File: config.mk
export PLATFORM = sky130hd
export DESIGN_NAME = smp_port
export DESIGN_NICKNAME = d
export VERILOG_FILES = /design/src/smp_pkg.sv /design/src/smp_port.sv /design/src/smp_rx.sv
export SDC_FILE = /design/constraint.sdc
export NUM_CORES = 1
export LEC_CHECK = 0
export ABC_AREA = 1
export ABC_CLOCK_PERIOD_IN_PS = 35500
export BUFFER_PORTS_ARGS = -buffer_cell sky130_fd_sc_hd__buf_2
export CAP_MARGIN = 10
export CORE_MARGIN = 4
export CORE_UTILIZATION = 60
export CTS_CLUSTER_DIAMETER = 120
export DETAILED_ROUTE_END_ITERATION = 8
export GPL_ROUTABILITY_DRIVEN = 0
export PLACE_DENSITY_LB_ADDON = 0.08
export SLEW_MARGIN = 15
export SYNTH_ARGS = -nofsm -noshare
export SYNTH_HDL_FRONTEND = slang
export SYNTH_SLANG_ARGS = --single-unit
File: constraint.sdc
create_clock -name clk_i -period 35.5 [get_ports clk_i]
set_input_delay 1.775 -clock clk_i [delete_from_list [all_inputs] [get_ports clk_i]]
set_output_delay 1.775 -clock clk_i [all_outputs]
set_load 0.02 [all_outputs]
File: src/smp_pkg.sv
// Purpose: Constants and carrier types for the serial modem port
// Assumes: 25 MHz system clock, 8N1 character format
// Notes: Register map reached through the documented register port
package smp_pkg;

    // ********************************************
    // Register offsets
    // ********************************************
    localparam logic [3:0] SMP_REG_RATE = 4'h3;     // Rate code
    localparam logic [3:0] SMP_REG_MODEM = 4'h5;    // Modem line control
    localparam logic [3:0] SMP_REG_STATUS = 4'hA;   // Receive error status
    localparam logic [3:0] SMP_REG_DATA = 4'h0;     // Data register

    // Modem line control fields
    localparam int SMP_MC_DTR_BIT = 0;
    localparam int SMP_MC_RTS_BIT = 1;
    localparam int SMP_MC_DRS_BIT = 2;
    localparam logic [7:0] SMP_MODEM_RST = 8'h00;
    localparam logic [2:0] SMP_RATE_RST = 3'h0;     // 300 baud

    // Status fields
    localparam int SMP_ST_PAR_BIT = 0;
    localparam int SMP_ST_FRM_BIT = 1;
    localparam int SMP_ST_OVR_BIT = 2;
    localparam int SMP_ST_BRK_BIT = 3;
    localparam int SMP_ST_RXF_BIT = 6;
    localparam int SMP_ST_PEND_BIT = 7;

    // ********************************************
    // Timing
    // ********************************************
    localparam int SMP_CLK_HZ = 25000000;
    localparam int SMP_OVS = 16;                    // Oversample factor
    localparam int SMP_DATA_BITS = 8;
    localparam logic [3:0] SMP_MID = 4'h7;          // Mid bit tick

    // Per-rate divider to 16x tick
    function automatic logic [12:0] smp_div(input logic [2:0] code);
        int baud;
        case (code)
            3'h0: baud = 300;
            3'h1: baud = 1200;
            3'h2: baud = 2400;
            3'h3: baud = 4800;
            3'h4: baud = 9600;
            default: baud = 19200;
        endcase
        smp_div = 13'(SMP_CLK_HZ / (baud * SMP_OVS));
    endfunction : smp_div

    // Operation commands
    typedef enum logic [1:0] {
        SMP_OP_NONE = 2'h0,
        SMP_OP_TX = 2'h1,
        SMP_OP_RX = 2'h2
    } smp_op_t;

    // Receive error carrier
    typedef struct packed {
        logic brk;
        logic ovr;
        logic frm;
        logic par;
    } smp_err_t;

    // Modem line inputs
    typedef struct packed {
        logic dsr;
        logic cts;
        logic dcd;
    } smp_mdm_in_t;

endpackage : smp_pkg

File: src/smp_port.sv
// Purpose: Serial modem port with automatic modem line handshaking
// Assumes: Register port with 4-bit address, host ops as commands
// Notes: Line errors come only from the receiver
`timescale 1ns/1ps
`default_nettype none
module smp_port (
    // Clock and reset
    input wire logic clk_i,
    input wire logic rst_n_i,
    // Register port
    input wire logic reg_wr_i,
    input wire logic reg_rd_i,
    input wire logic [3:0] reg_addr_i,
    input wire logic [7:0] reg_wdata_i,
    output logic [7:0] reg_rdata_o,
    // Host operations
    input wire smp_pkg::smp_op_t op_i,
    input wire logic op_end_i,
    output logic busy_o,
    output logic tx_ready_o,
    output logic op_done_o,
    output logic err_pend_o,
    // Serial line
    input wire logic rxd_i,
    output logic txd_o,
    // Modem lines
    input wire smp_pkg::smp_mdm_in_t mdm_i,
    output logic dtr_o,
    output logic rts_o,
    output logic drs_o
);
    // ********************************************
    // Declarations
    // ********************************************
    typedef enum logic [4:0] {
        SMP_IDLE = 5'b00001,   // No operation
        SMP_TXW = 5'b00010,    // Waiting on DSR/CTS or data
        SMP_TXS = 5'b00100,    // Shifting a character
        SMP_RXW = 5'b01000,    // Receive in progress
        SMP_DONE = 5'b10000    // Completion pulse
    } smp_st_t;

    smp_st_t st_reg, st_next;
    logic [7:0] modem_reg, modem_next;   // Modem line control
    logic [2:0] rate_reg, rate_next;     // Rate code
    logic [7:0] txbuf_reg, txbuf_next;   // Pending transmit byte
    logic txv_reg, txv_next;             // Pending byte valid
    logic ending_reg, ending_next;       // End of operation queued
    logic [9:0] txsh_reg, txsh_next;     // Frame shifter
    logic [3:0] txn_reg, txn_next;       // Bits left
    logic [3:0] txtk_reg, txtk_next;     // 16x ticks per bit
    logic [7:0] rxbuf_reg, rxbuf_next;   // One-character buffer
    logic rxf_reg, rxf_next;             // Buffer full
    smp_pkg::smp_err_t err_reg, err_next;
    logic pend_reg, pend_next;
    logic dtr_next, rts_next, txd_next, busy_next, done_next;
    logic [7:0] rdata_next;
    logic [12:0] div_reg, div_next;      // Rate divider
    logic tick_reg, tick_next;           // 16x enable pulse
    logic rx_done;
    logic [7:0] rx_data;
    smp_pkg::smp_err_t rx_err;
    logic st_rd;
    logic rx_ok;                         // DSR and DCD both active

    // ********************************************
    // Rate divider
    // ********************************************
    // One-cycle tick at sixteen times the line rate
    always_comb begin
        div_next = div_reg + 13'h1;
        tick_next = 1'b0;
        if (div_reg >= smp_pkg::smp_div(rate_reg) - 13'h1) begin
            div_next = 13'h0;
            tick_next = 1'b1;
        end
    end

    always_ff @(posedge clk_i) begin
        if (!rst_n_i) begin
            div_reg <= 13'h0;
            tick_reg <= 1'b0;
        end else begin
            div_reg <= div_next;
            tick_reg <= tick_next;
        end
    end

    // ********************************************
    // Receiver
    // ********************************************
    smp_rx smp_rx_inst (
        .clk_i(clk_i),
        .rst_n_i(rst_n_i),
        .tick_i(tick_reg),
        .rxd_i(rxd_i),
        .done_o(rx_done),
        .data_o(rx_data),
        .err_o(rx_err)
    );

    // ********************************************
    // Registers and receive status
    // ********************************************
    assign st_rd = reg_rd_i && reg_addr_i == smp_pkg::SMP_REG_STATUS;
    // Characters are taken only while DSR and DCD are up
    assign rx_ok = mdm_i.dsr && mdm_i.dcd;

    // Register writes, buffer and error flags
    always_comb begin
        modem_next = modem_reg;
        rate_next = rate_reg;
        txbuf_next = txbuf_reg;
        txv_next = txv_reg;
        rxbuf_next = rxbuf_reg;
        rxf_next = rxf_reg;
        err_next = err_reg;
        pend_next = pend_reg;
        rdata_next = 8'h00;
        // Finished frame frees the buffer; a write in this cycle wins
        if (st_reg == SMP_TXS && txn_reg == 4'h0) txv_next = 1'b0;
        if (reg_wr_i) begin
            case (reg_addr_i)
                smp_pkg::SMP_REG_MODEM: modem_next = reg_wdata_i;
                smp_pkg::SMP_REG_RATE: rate_next = reg_wdata_i[2:0];
                smp_pkg::SMP_REG_DATA: begin
                    txbuf_next = reg_wdata_i;
                    txv_next = 1'b1;
                end
                default: ;
            endcase
        end
        if (reg_rd_i) begin
            case (reg_addr_i)
                smp_pkg::SMP_REG_MODEM: rdata_next = modem_reg;
                smp_pkg::SMP_REG_RATE: rdata_next = {5'h00, rate_reg};
                smp_pkg::SMP_REG_DATA: begin
                    rdata_next = rxbuf_reg;
                    rxf_next = 1'b0;
                end
                smp_pkg::SMP_REG_STATUS: rdata_next = {pend_reg, rxf_reg,
                    2'h0, err_reg};
                default: rdata_next = 8'h00;
            endcase
        end
        // Status read clears error bits and pending
        if (st_rd) begin
            err_next = '0;
            pend_next = 1'b0;
        end
        // Only receiver events set error flags; set wins
        if (rx_done && rx_ok) begin
            rxbuf_next = rx_data;
            rxf_next = 1'b1;
            err_next = err_next | rx_err;
            if (rxf_reg && !(reg_rd_i &&
                reg_addr_i == smp_pkg::SMP_REG_DATA))
                err_next.ovr = 1'b1;
            if (|rx_err || rxf_reg) pend_next = 1'b1;
        end
    end

    always_ff @(posedge clk_i) begin
        if (!rst_n_i) begin
            modem_reg <= smp_pkg::SMP_MODEM_RST;
            rate_reg <= smp_pkg::SMP_RATE_RST;
            txbuf_reg <= 8'h00;
            txv_reg <= 1'b0;
            rxbuf_reg <= 8'h00;
            rxf_reg <= 1'b0;
            err_reg <= '0;
            pend_reg <= 1'b0;
            reg_rdata_o <= 8'h00;
        end else begin
            modem_reg <= modem_next;
            rate_reg <= rate_next;
            txbuf_reg <= txbuf_next;
            txv_reg <= txv_next;
            rxbuf_reg <= rxbuf_next;
            rxf_reg <= rxf_next;
            err_reg <= err_next;
            pend_reg <= pend_next;
            reg_rdata_o <= rdata_next;
        end
    end

    // ********************************************
    // Operation sequencer and transmitter
    // ********************************************
    always_comb begin
        st_next = st_reg;
        ending_next = ending_reg;
        txsh_next = txsh_reg;
        txn_next = txn_reg;
        txtk_next = txtk_reg;
        done_next = 1'b0;
        if (op_end_i) ending_next = 1'b1;
        case (st_reg)
            SMP_IDLE: begin
                ending_next = 1'b0;
                if (op_i == smp_pkg::SMP_OP_TX) st_next = SMP_TXW;
                else if (op_i == smp_pkg::SMP_OP_RX) st_next = SMP_RXW;
            end
            SMP_TXW: begin
                // Character goes only with DSR and CTS active
                if (txv_reg && mdm_i.dsr && mdm_i.cts && tick_reg) begin
                    txsh_next = {1'b1, txbuf_reg, 1'b0};
                    txn_next = 4'hA;
                    txtk_next = 4'h0;
                    st_next = SMP_TXS;
                end else if (!txv_reg && ending_reg) begin
                    st_next = SMP_DONE;
                end
            end
            SMP_TXS: begin
                if (txn_reg == 4'h0) st_next = SMP_TXW;
                else if (tick_reg) begin
                    txtk_next = txtk_reg + 4'h1;
                    if (txtk_reg == 4'hF) begin
                        txsh_next = {1'b1, txsh_reg[9:1]};
                        txn_next = txn_reg - 4'h1;
                    end
                end
            end
            SMP_RXW: begin
                // Host ends receive; the buffer keeps what came in
                if (ending_reg) st_next = SMP_DONE;
            end
            SMP_DONE: begin
                done_next = 1'b1;
                st_next = SMP_IDLE;
            end
            default: st_next = SMP_IDLE;
        endcase
    end

    // Modem line drive
    always_comb begin
        // Hold bits force lines active
        dtr_next = modem_reg[smp_pkg::SMP_MC_DTR_BIT];
        rts_next = modem_reg[smp_pkg::SMP_MC_RTS_BIT];
        if (st_next == SMP_TXW || st_next == SMP_TXS) begin
            dtr_next = 1'b1;
            rts_next = 1'b1;
        end else if (st_next == SMP_RXW) begin
            dtr_next = 1'b1;
        end
        // Released again on DONE/IDLE
        txd_next = (st_next == SMP_TXS) ? txsh_next[0] : 1'b1;
        busy_next = st_next != SMP_IDLE;
    end

    always_ff @(posedge clk_i) begin
        if (!rst_n_i) begin
            st_reg <= SMP_IDLE;
            ending_reg <= 1'b0;
            txsh_reg <= 10'h3FF;
            txn_reg <= 4'h0;
            txtk_reg <= 4'h0;
            dtr_o <= 1'b0;
            rts_o <= 1'b0;
            drs_o <= 1'b0;
            txd_o <= 1'b1;
            busy_o <= 1'b0;
            op_done_o <= 1'b0;
            tx_ready_o <= 1'b0;
            err_pend_o <= 1'b0;
        end else begin
            st_reg <= st_next;
            ending_reg <= ending_next;
            txsh_reg <= txsh_next;
            txn_reg <= txn_next;
            txtk_reg <= txtk_next;
            dtr_o <= dtr_next;
            rts_o <= rts_next;
            drs_o <= modem_next[smp_pkg::SMP_MC_DRS_BIT];
            txd_o <= txd_next;
            busy_o <= busy_next;
            op_done_o <= done_next;
            tx_ready_o <= ~txv_next;
            err_pend_o <= pend_next;
        end
    end
endmodule : smp_port
`default_nettype wire

File: src/smp_rx.sv
// Purpose: Serial receiver for the modem port, 8N1
// Assumes: Line input synchronous to clk_i, tick_i at 16x rate
// Notes: Reports one character per pulse with its errors
`timescale 1ns/1ps
`default_nettype none
module smp_rx (
    // Clock and reset
    input wire logic clk_i,
    input wire logic rst_n_i,
    // Sampling
    input wire logic tick_i,
    input wire logic rxd_i,
    // Character out
    output logic done_o,
    output logic [7:0] data_o,
    output smp_pkg::smp_err_t err_o
);
    // ********************************************
    // Receive state machine
    // ********************************************
    typedef enum logic [3:0] {
        SMP_RX_IDLE = 4'b0001,
        SMP_RX_START = 4'b0010,
        SMP_RX_DATA = 4'b0100,
        SMP_RX_STOP = 4'b1000
    } smp_rx_st_t;

    smp_rx_st_t st_reg, st_next;      // State
    logic [3:0] tk_reg, tk_next;      // Tick counter
    logic [2:0] bit_reg, bit_next;    // Bit index
    logic [7:0] sh_reg, sh_next;      // Shift register
    logic done_next;
    smp_pkg::smp_err_t err_next;

    // Next state
    always_comb begin
        st_next = st_reg;
        tk_next = tk_reg;
        bit_next = bit_reg;
        sh_next = sh_reg;
        done_next = 1'b0;
        err_next = '0;
        if (tick_i) begin
            tk_next = tk_reg + 4'h1;
            case (st_reg)
                SMP_RX_IDLE: begin
                    tk_next = 4'h0;
                    if (!rxd_i) st_next = SMP_RX_START;
                end
                SMP_RX_START: begin
                    if (tk_reg == smp_pkg::SMP_MID) begin
                        tk_next = 4'h0;
                        // False start is dropped quietly
                        st_next = rxd_i ? SMP_RX_IDLE : SMP_RX_DATA;
                        bit_next = 3'h0;
                    end
                end
                SMP_RX_DATA: begin
                    if (tk_reg == 4'hF) begin
                        sh_next = {rxd_i, sh_reg[7:1]};  // LSB first
                        bit_next = bit_reg + 3'h1;
                        if (bit_reg == 3'h7) st_next = SMP_RX_STOP;
                    end
                end
                SMP_RX_STOP: begin
                    if (tk_reg == 4'hF) begin
                        done_next = 1'b1;
                        st_next = SMP_RX_IDLE;
                        err_next.frm = ~rxd_i;
                        err_next.brk = ~rxd_i && sh_reg == 8'h00;
                        err_next.par = 1'b0;  // No parity bit
                    end
                end
                default: st_next = SMP_RX_IDLE;
            endcase
        end
    end

    // Registers
    always_ff @(posedge clk_i) begin
        if (!rst_n_i) begin
            st_reg <= SMP_RX_IDLE;
            tk_reg <= 4'h0;
            bit_reg <= 3'h0;
            sh_reg <= 8'h00;
            done_o <= 1'b0;
            err_o <= '0;
        end else begin
            st_reg <= st_next;
            tk_reg <= tk_next;
            bit_reg <= bit_next;
            sh_reg <= sh_next;
            done_o <= done_next;
            err_o <= err_next;
        end
    end
    assign data_o = sh_reg;

endmodule : smp_rx
`default_nettype wire

==> run summary, run 1 <==
drt pass-1 iters: 9
Slew Limit Fails: 0
number of synthesis warnings: 0
die height: 181 um
synth top area cells: nand2_1 (15%), dfxtp_1 (12%), ha_1 (12%)
origin of the critical flop-to-flop path: rate_reg[0]$_SDFFE_PN0P_
Clk Latency, worst-skew pair: 0.35 ns
clk_skew: 0.0101 ns
worst hold path depth: 2
failing checks: DRC
post-layout instance area: 18600 um2
#FFs+latches synth: 107
cts hold-fix bufs: 0
RSZ-0062 raised after global routing: false
vias per cell: 5.85
synth cell count leaders: nand2_1 (699), inv_1 (377), nor2_1 (251)
share of cells above drive strength 1: 13.2%
Post-Synth Adder-Cell Area: 11.6%
hold path start: txsh_reg[9]$_SDFFE_PN1P_
fraction of registers with async set/reset: 0%
min cycle time layout: 32.40 ns
Post-Place Setup Slack: 1.43 ns
Post-synth EDFFs: 0
delay of the slowest cell on the worst path: 0.41 ns
area share of the largest cell type after synthesis: 14.7%
Via Count: 19300
Slew headroom: 26.7%
Storage cell area: 2150 um2
DRC viols: 2
Max FO, Critical Path: 28
worst r2r dst: div_reg[3]$_SDFF_PP0_
Critical Path Most Common Cell: nand2_1
drt wl/cell: 16.1 um
Compound-Gate Fraction of Synth Area: 14.4%
CTS buffer count: 9
multi-input logic area: 13700 um2
Core ar.: 29000 um2
post-synthesis mux area share: 0%
worst slew pin tran: 1.09 ns
placed cell areas: 18100 um2
R2R setup slack: 3.10 ns
Fillers: 2817
global-route wire length before repair: 87200 um
worst path required time: 35.77 ns
Setup Viol. Count Final: 0
most frequent cell after synthesis: nand2_1
CTS tree: built
Remaining Overflow, GRT: 0
Cell Area, Synth: 17900 um2
gr usage total: 31.1%
Data arrival, critical path: 32.66 ns
HPWL Detailed: 41200 um
XOR/XNOR Fraction of Synth Area: 5.14%
max reg flops: 13
clk buf depth: 2
row cnt: 62
combinational family with the most area after synthesis: simple AND/OR/NAND/NOR gates
Tcrit/Tclk final: 91.3%
R2R depth: 207
root buffer cell: clkbuf_16
outcome: complete, but fails checks
Startpoint Class: flip-flop
Fin Setup TNS: 0 ns
Starting Density: 61.6%
H-tree level count: 3
dominant cell type by area after synthesis: nand2_1
Area growth syn-to-layout: 4.03%
Fin Hold WS: 0.454 ns
nets: 3105
slowest cell on the critical path: dfxtp_2
Die Area: 32600 um2
number of global-route vias before repair: 18200
most used flip-flop cell after synthesis: dfxtp_1
iteration-0 DRC count of the detailed router: 1597
Post-Synth Simple-Gate Area: 44.8%
maximum number of pins on one net before global-route repair: 49
Hold Path Class: reg -> reg
Post-Syn Instances: 2900
Buffers on Ports: 38
count of final hold-check violations: 0
Sink Count: 107
FMAX: 30.9 MHz
Hold Crit Endpoint: txsh_reg[9]$_SDFFE_PN1P_
Max Cap Viol: 0
Synth Area per Inst: 6.16 um2
Die Width: 181 um
Routed WL: 53300 um
DRT antenna net count: 0
Seq/Total Area, Yosys: 12.0%
count of unique library cells instantiated by Yosys: 77
Final WS setup: 3.10 ns
I/O pins: 39
critical path type: reg -> reg
critical path endpoint category: flip-flop
clock-pin slew of the registers on the worst-case setup and hold paths: 0.08 ns
initial antenna violation count: 2
## how the worst max path moves through the flow
stage | to | cells after the start | slack [ns] | start
finish | div_reg[3]$_SDFF_PP0_ | 207 | 3.10 | rate_reg[0]$_SDFFE_PN0P_
global placement | div_reg[2]$_SDFF_PP0_ | 201 | 2.68 | rate_reg[0]$_SDFFE_PN0P_
CTS | div_reg[3]$_SDFF_PP0_ | 200 | 1.29 | rate_reg[0]$_SDFFE_PN0P_
global route | div_reg[2]$_SDFF_PP0_ | 209 | 0.03 | rate_reg[0]$_SDFFE_PN0P_
floorplan | div_reg[4]$_SDFF_PP0_ | 212 | 6.06 | rate_reg[0]$_SDFFE_PN0P_
detailed placement | div_reg[10]$_SDFF_PP0_ | 197 | 1.43 | rate_reg[0]$_SDFFE_PN0P_
## placed cells by master, fill, tap and decap left out, types with 47 or more instances in the layout
cell | netlist | final
nand2_1 | 699 | 697
o21ai_0 | 143 | 136
nand3_2 | 46 | 47
a21oi_1 | 176 | 175
nand4_1 | 67 | 67
nand3_1 | 240 | 240
ha_1 | 166 | 166
nor2_1 | 251 | 249
xor2_1 | 65 | 65
dfxtp_1 | 107 | 104
nand2_2 | 82 | 84
nor3_1 | 50 | 49
inv_1 | 377 | 376
## per-stage QoR
stage / utilization [%] / cells
finish: 64.1 / 3306
global route: 64.0 / 3305
CTS: 63.5 / 3297
detailed placement: 62.5 / 3281
global placement: 62.5 / 3281
floorplan: - / 2904
## per-layer routing
layer	up-vias	part of all wire (%)	wire length, um	track usage, %
met5	-	0.013	7	0
met3	186	7.1	3790	3.94
li1	9612	-	-	-
met2	806	47	24900	53.9
met4	2	3.7	1980	10.9
met1	8736	43	22700	39.9
## worst max-delay path: cells and delay by family (launching register included)
family	cells	cell delay (ns)
simple gates	98	12.60
compound gates	49	8.62
fa+ha+maj	20	6.35
buf+inv	37	3.79
xor+xnor	3	0.51
flops	1	0.41
## timing repair
item / CTS / global route
endpoints found under the hold margin: 0 / 0
resized for setup: 0 / 24
setup endpoints to repair: 0 / 14
buffers inserted: 0 / 5
## layout make-up
cell class | count | share of cell area (%)
Timing Repair Buffer | 60 | 1.93
Inverter | 422 | 8.72
Tap cell | 384 | 2.59
Sequential cell | 107 | 11.5
Multi-Input combinational cell | 2316 | 73.7
Clock inverter | 6 | 0.290
Clock buffer | 10 | 1.23
Antenna cell | 1 | 0.0135
## cell families (layout without fill, tap and decap cells)
family	count (synthesis)	count (layout)
fa+ha+maj	166	166
other cells	1	6
compound gates	445	445
xor+xnor	104	104
buf+inv	484	498
flops	107	107
simple gates	1593	1596
Power of run 1 is left out: the tool's default activity adds up to more than one toggle a clock period on the data nets, which glitch-free logic cannot reach.
==> run 2, diff against run 1 <==
Settings changed: CORE_MARGIN 4 to default.
==> run 2 against run 1 <==
Against the previous run:
- the flow now finishes without violations
- largest cell class unchanged
- critical path depth stayed put
- die area is 6.5% lower
- highest routed layer unchanged
- routed wire length is 0.12% lower
- core utilization is 0.056 points lower
- maximum frequency is 0.17% lower
==> run summary, run 2 (same netlist as run 1, synthesis figures left out) <==
count of final hold-check violations: 0 (unchanged)
placed cell areas: 18100 um2 (unchanged)
worst path required time: 35.77 ns (about the same)
root buffer cell: clkbuf_16
Startpoint Class: flip-flop
clk_skew: 0.0118 ns (+0.00170 ns)
global-route wire length before repair: 86600 um (-0.64%)
nets: 3104 (-0.032%)
Sink Count: 107 (unchanged)
commonest non-fill, non-tap cell in the layout: nand2_1
Slew Limit Fails: 0 (unchanged)
worst path bufs/invs: 37 (unchanged)
Remaining Overflow, GRT: 0 (unchanged)
FMAX: 30.8 MHz (-0.17%)
drt pass-1 iters: 6 (-3)
Starting Density: 61.6% (unchanged)
Fin Setup TNS: 0 ns (unchanged)
busiest grt layer: met2
row cnt: 62 (unchanged)
Data arrival, critical path: 32.72 ns (+0.06 ns)
Max Cap Viol: 0 (unchanged)
Die Width: 175 um (-3.3%)
die height: 175 um (-3.3%)
number of global-route vias before repair: 18000 (-1.4%)
initial antenna violation count: 2 (unchanged)
Max FO, Critical Path: 28 (unchanged)
max reg flops: 13 (unchanged)
DRT antenna net count: 0 (unchanged)
slowest cell on the critical path: dfxtp_1
Clk Latency, worst-skew pair: 0.35 ns (about the same)
R2R depth: 207 (unchanged)
grt met3 use: 3.39% (-0.55 points)
gr usage total: 34.1% (+2.9 points)
worst hold path depth: 2 (unchanged)
I/O pins: 39 (unchanged)
H-tree level count: 3 (unchanged)
cts hold-fix bufs: 0 (unchanged)
Top delay family on crit path: simple AND/OR/NAND/NOR gates
Storage cell area: 2140 um2 (about the same)
Fin Hold WS: 0.452 ns (-0.00223 ns)
outcome: complete, no violations
Core ar.: 29000 um2 (unchanged)
Routed WL: 53200 um (-0.12%)
R2R setup slack: 3.05 ns (-0.05 ns)
met2 usage: 59.1% (+5.2 points)
Finished Core Util: 64.0% (about the same)
min cycle time layout: 32.45 ns (+0.0549 ns)
CTS buffer count: 9 (unchanged)
Slew headroom: 26.6% (about the same)
maximum number of pins on one net before global-route repair: 49 (unchanged)
iteration-0 DRC count of the detailed router: 1536 (-3.8%)
Critical Path Most Common Cell: nand2_1
most frequent cells in the layout: nand2_1 (697), inv_1 (376), nor2_1 (249)
Fillers: 2810 (-0.25%)
Area growth syn-to-layout: 3.94% (about the same)
Via Count: 19300 (-0.18%)
Buffers on Ports: 38 (unchanged)
RSZ-0062 raised after global routing: false
delay of the slowest cell on the worst path: 0.63 ns (+0.22 ns)
critical path endpoint category: flip-flop
Die Area: 30500 um2 (-6.5%)
vias per cell: 5.84 (-0.15%)
origin of the critical flop-to-flop path: rate_reg[1]$_SDFFE_PN0P_
Setup Viol. Count Final: 0 (unchanged)
share of cells above drive strength 1: 13.1% (-0.098 points)
multi-input logic area: 13700 um2 (about the same)
DRC viols: 0 (-2)
worst r2r dst: div_reg[10]$_SDFF_PP0_
critical path type: reg -> reg
post-layout instance area: 18600 um2 (about the same)
CTS tree: built
clk buf depth: 2 (unchanged)
HPWL Detailed: 40800 um (-0.85%)
Hold Path Class: reg -> reg
Hold Crit Endpoint: txsh_reg[9]$_SDFFE_PN1P_
met1 GRT Util: 43.7% (+3.8 points)
clock-pin slew of the registers on the worst-case setup and hold paths: 0.07 ns (about the same)
drt wl/cell: 16.1 um (about the same)
Tcrit/Tclk final: 91.4% (+0.15 points)
worst slew pin tran: 1.09 ns (+0.000252 ns)
hold path start: txsh_reg[9]$_SDFFE_PN1P_
[run 2: cell types whose count changed in the layout (fill, tap and decap cells not counted), sizes merged]
cell,delta
inv,-2
clkbuf,+1
clkinvlp,+1
buf,-1
[run 2: worst min-delay path: stages, from the launching register on]
cell and delay, ns:
dfxtp_1 0.31, inv_1 0.05, nand3_1 0.06
[run 2: final cells by class]
type,count,area share (%)
repair buffers,59,1.87
multi-input cells,2316,73.8
clock buffers,11,1.25
clock inverters,5,0.243
diodes,1,0.0135
well taps,384,2.59
inverters,422,8.71
flip-flops and latches,107,11.6
[run 2: how the worst max path moves through the flow]
stage	from	end	slack, ns	cells past startpoint
global route	rate_reg[1]$_SDFFE_PN0P_	div_reg[10]$_SDFF_PP0_	0.02	209
finish	rate_reg[1]$_SDFFE_PN0P_	div_reg[10]$_SDFF_PP0_	3.05	207
global placement	rate_reg[0]$_SDFFE_PN0P_	div_reg[2]$_SDFF_PP0_	2.59	200
CTS	rate_reg[0]$_SDFFE_PN0P_	div_reg[3]$_SDFF_PP0_	1.33	200
detailed placement	rate_reg[0]$_SDFFE_PN0P_	div_reg[3]$_SDFF_PP0_	1.47	200
floorplan	rate_reg[0]$_SDFFE_PN0P_	div_reg[4]$_SDFF_PP0_	6.06	212
[run 2: what timing repair did]
action	4_1_cts	5_1_grt
gates resized for setup	0	21
buffers inserted	0	4
setup endpoints to repair	0	14
[run 2: per-layer routing]
metal	vias up	share of wire, %
li1	9616	-
met1	8749	43
met2	796	46
met5	-	0.015
met3	145	7.4
met4	2	3.4
[run 2: stage by stage]
stage	instances	worst slack [ns]
floorplan	2904	6.06
global placement	3281	2.59
detailed placement	3281	1.47
CTS	3297	1.33
global route	3304	0.0154
finish	3305	3.05
Power of run 2 is left out for the same reason.
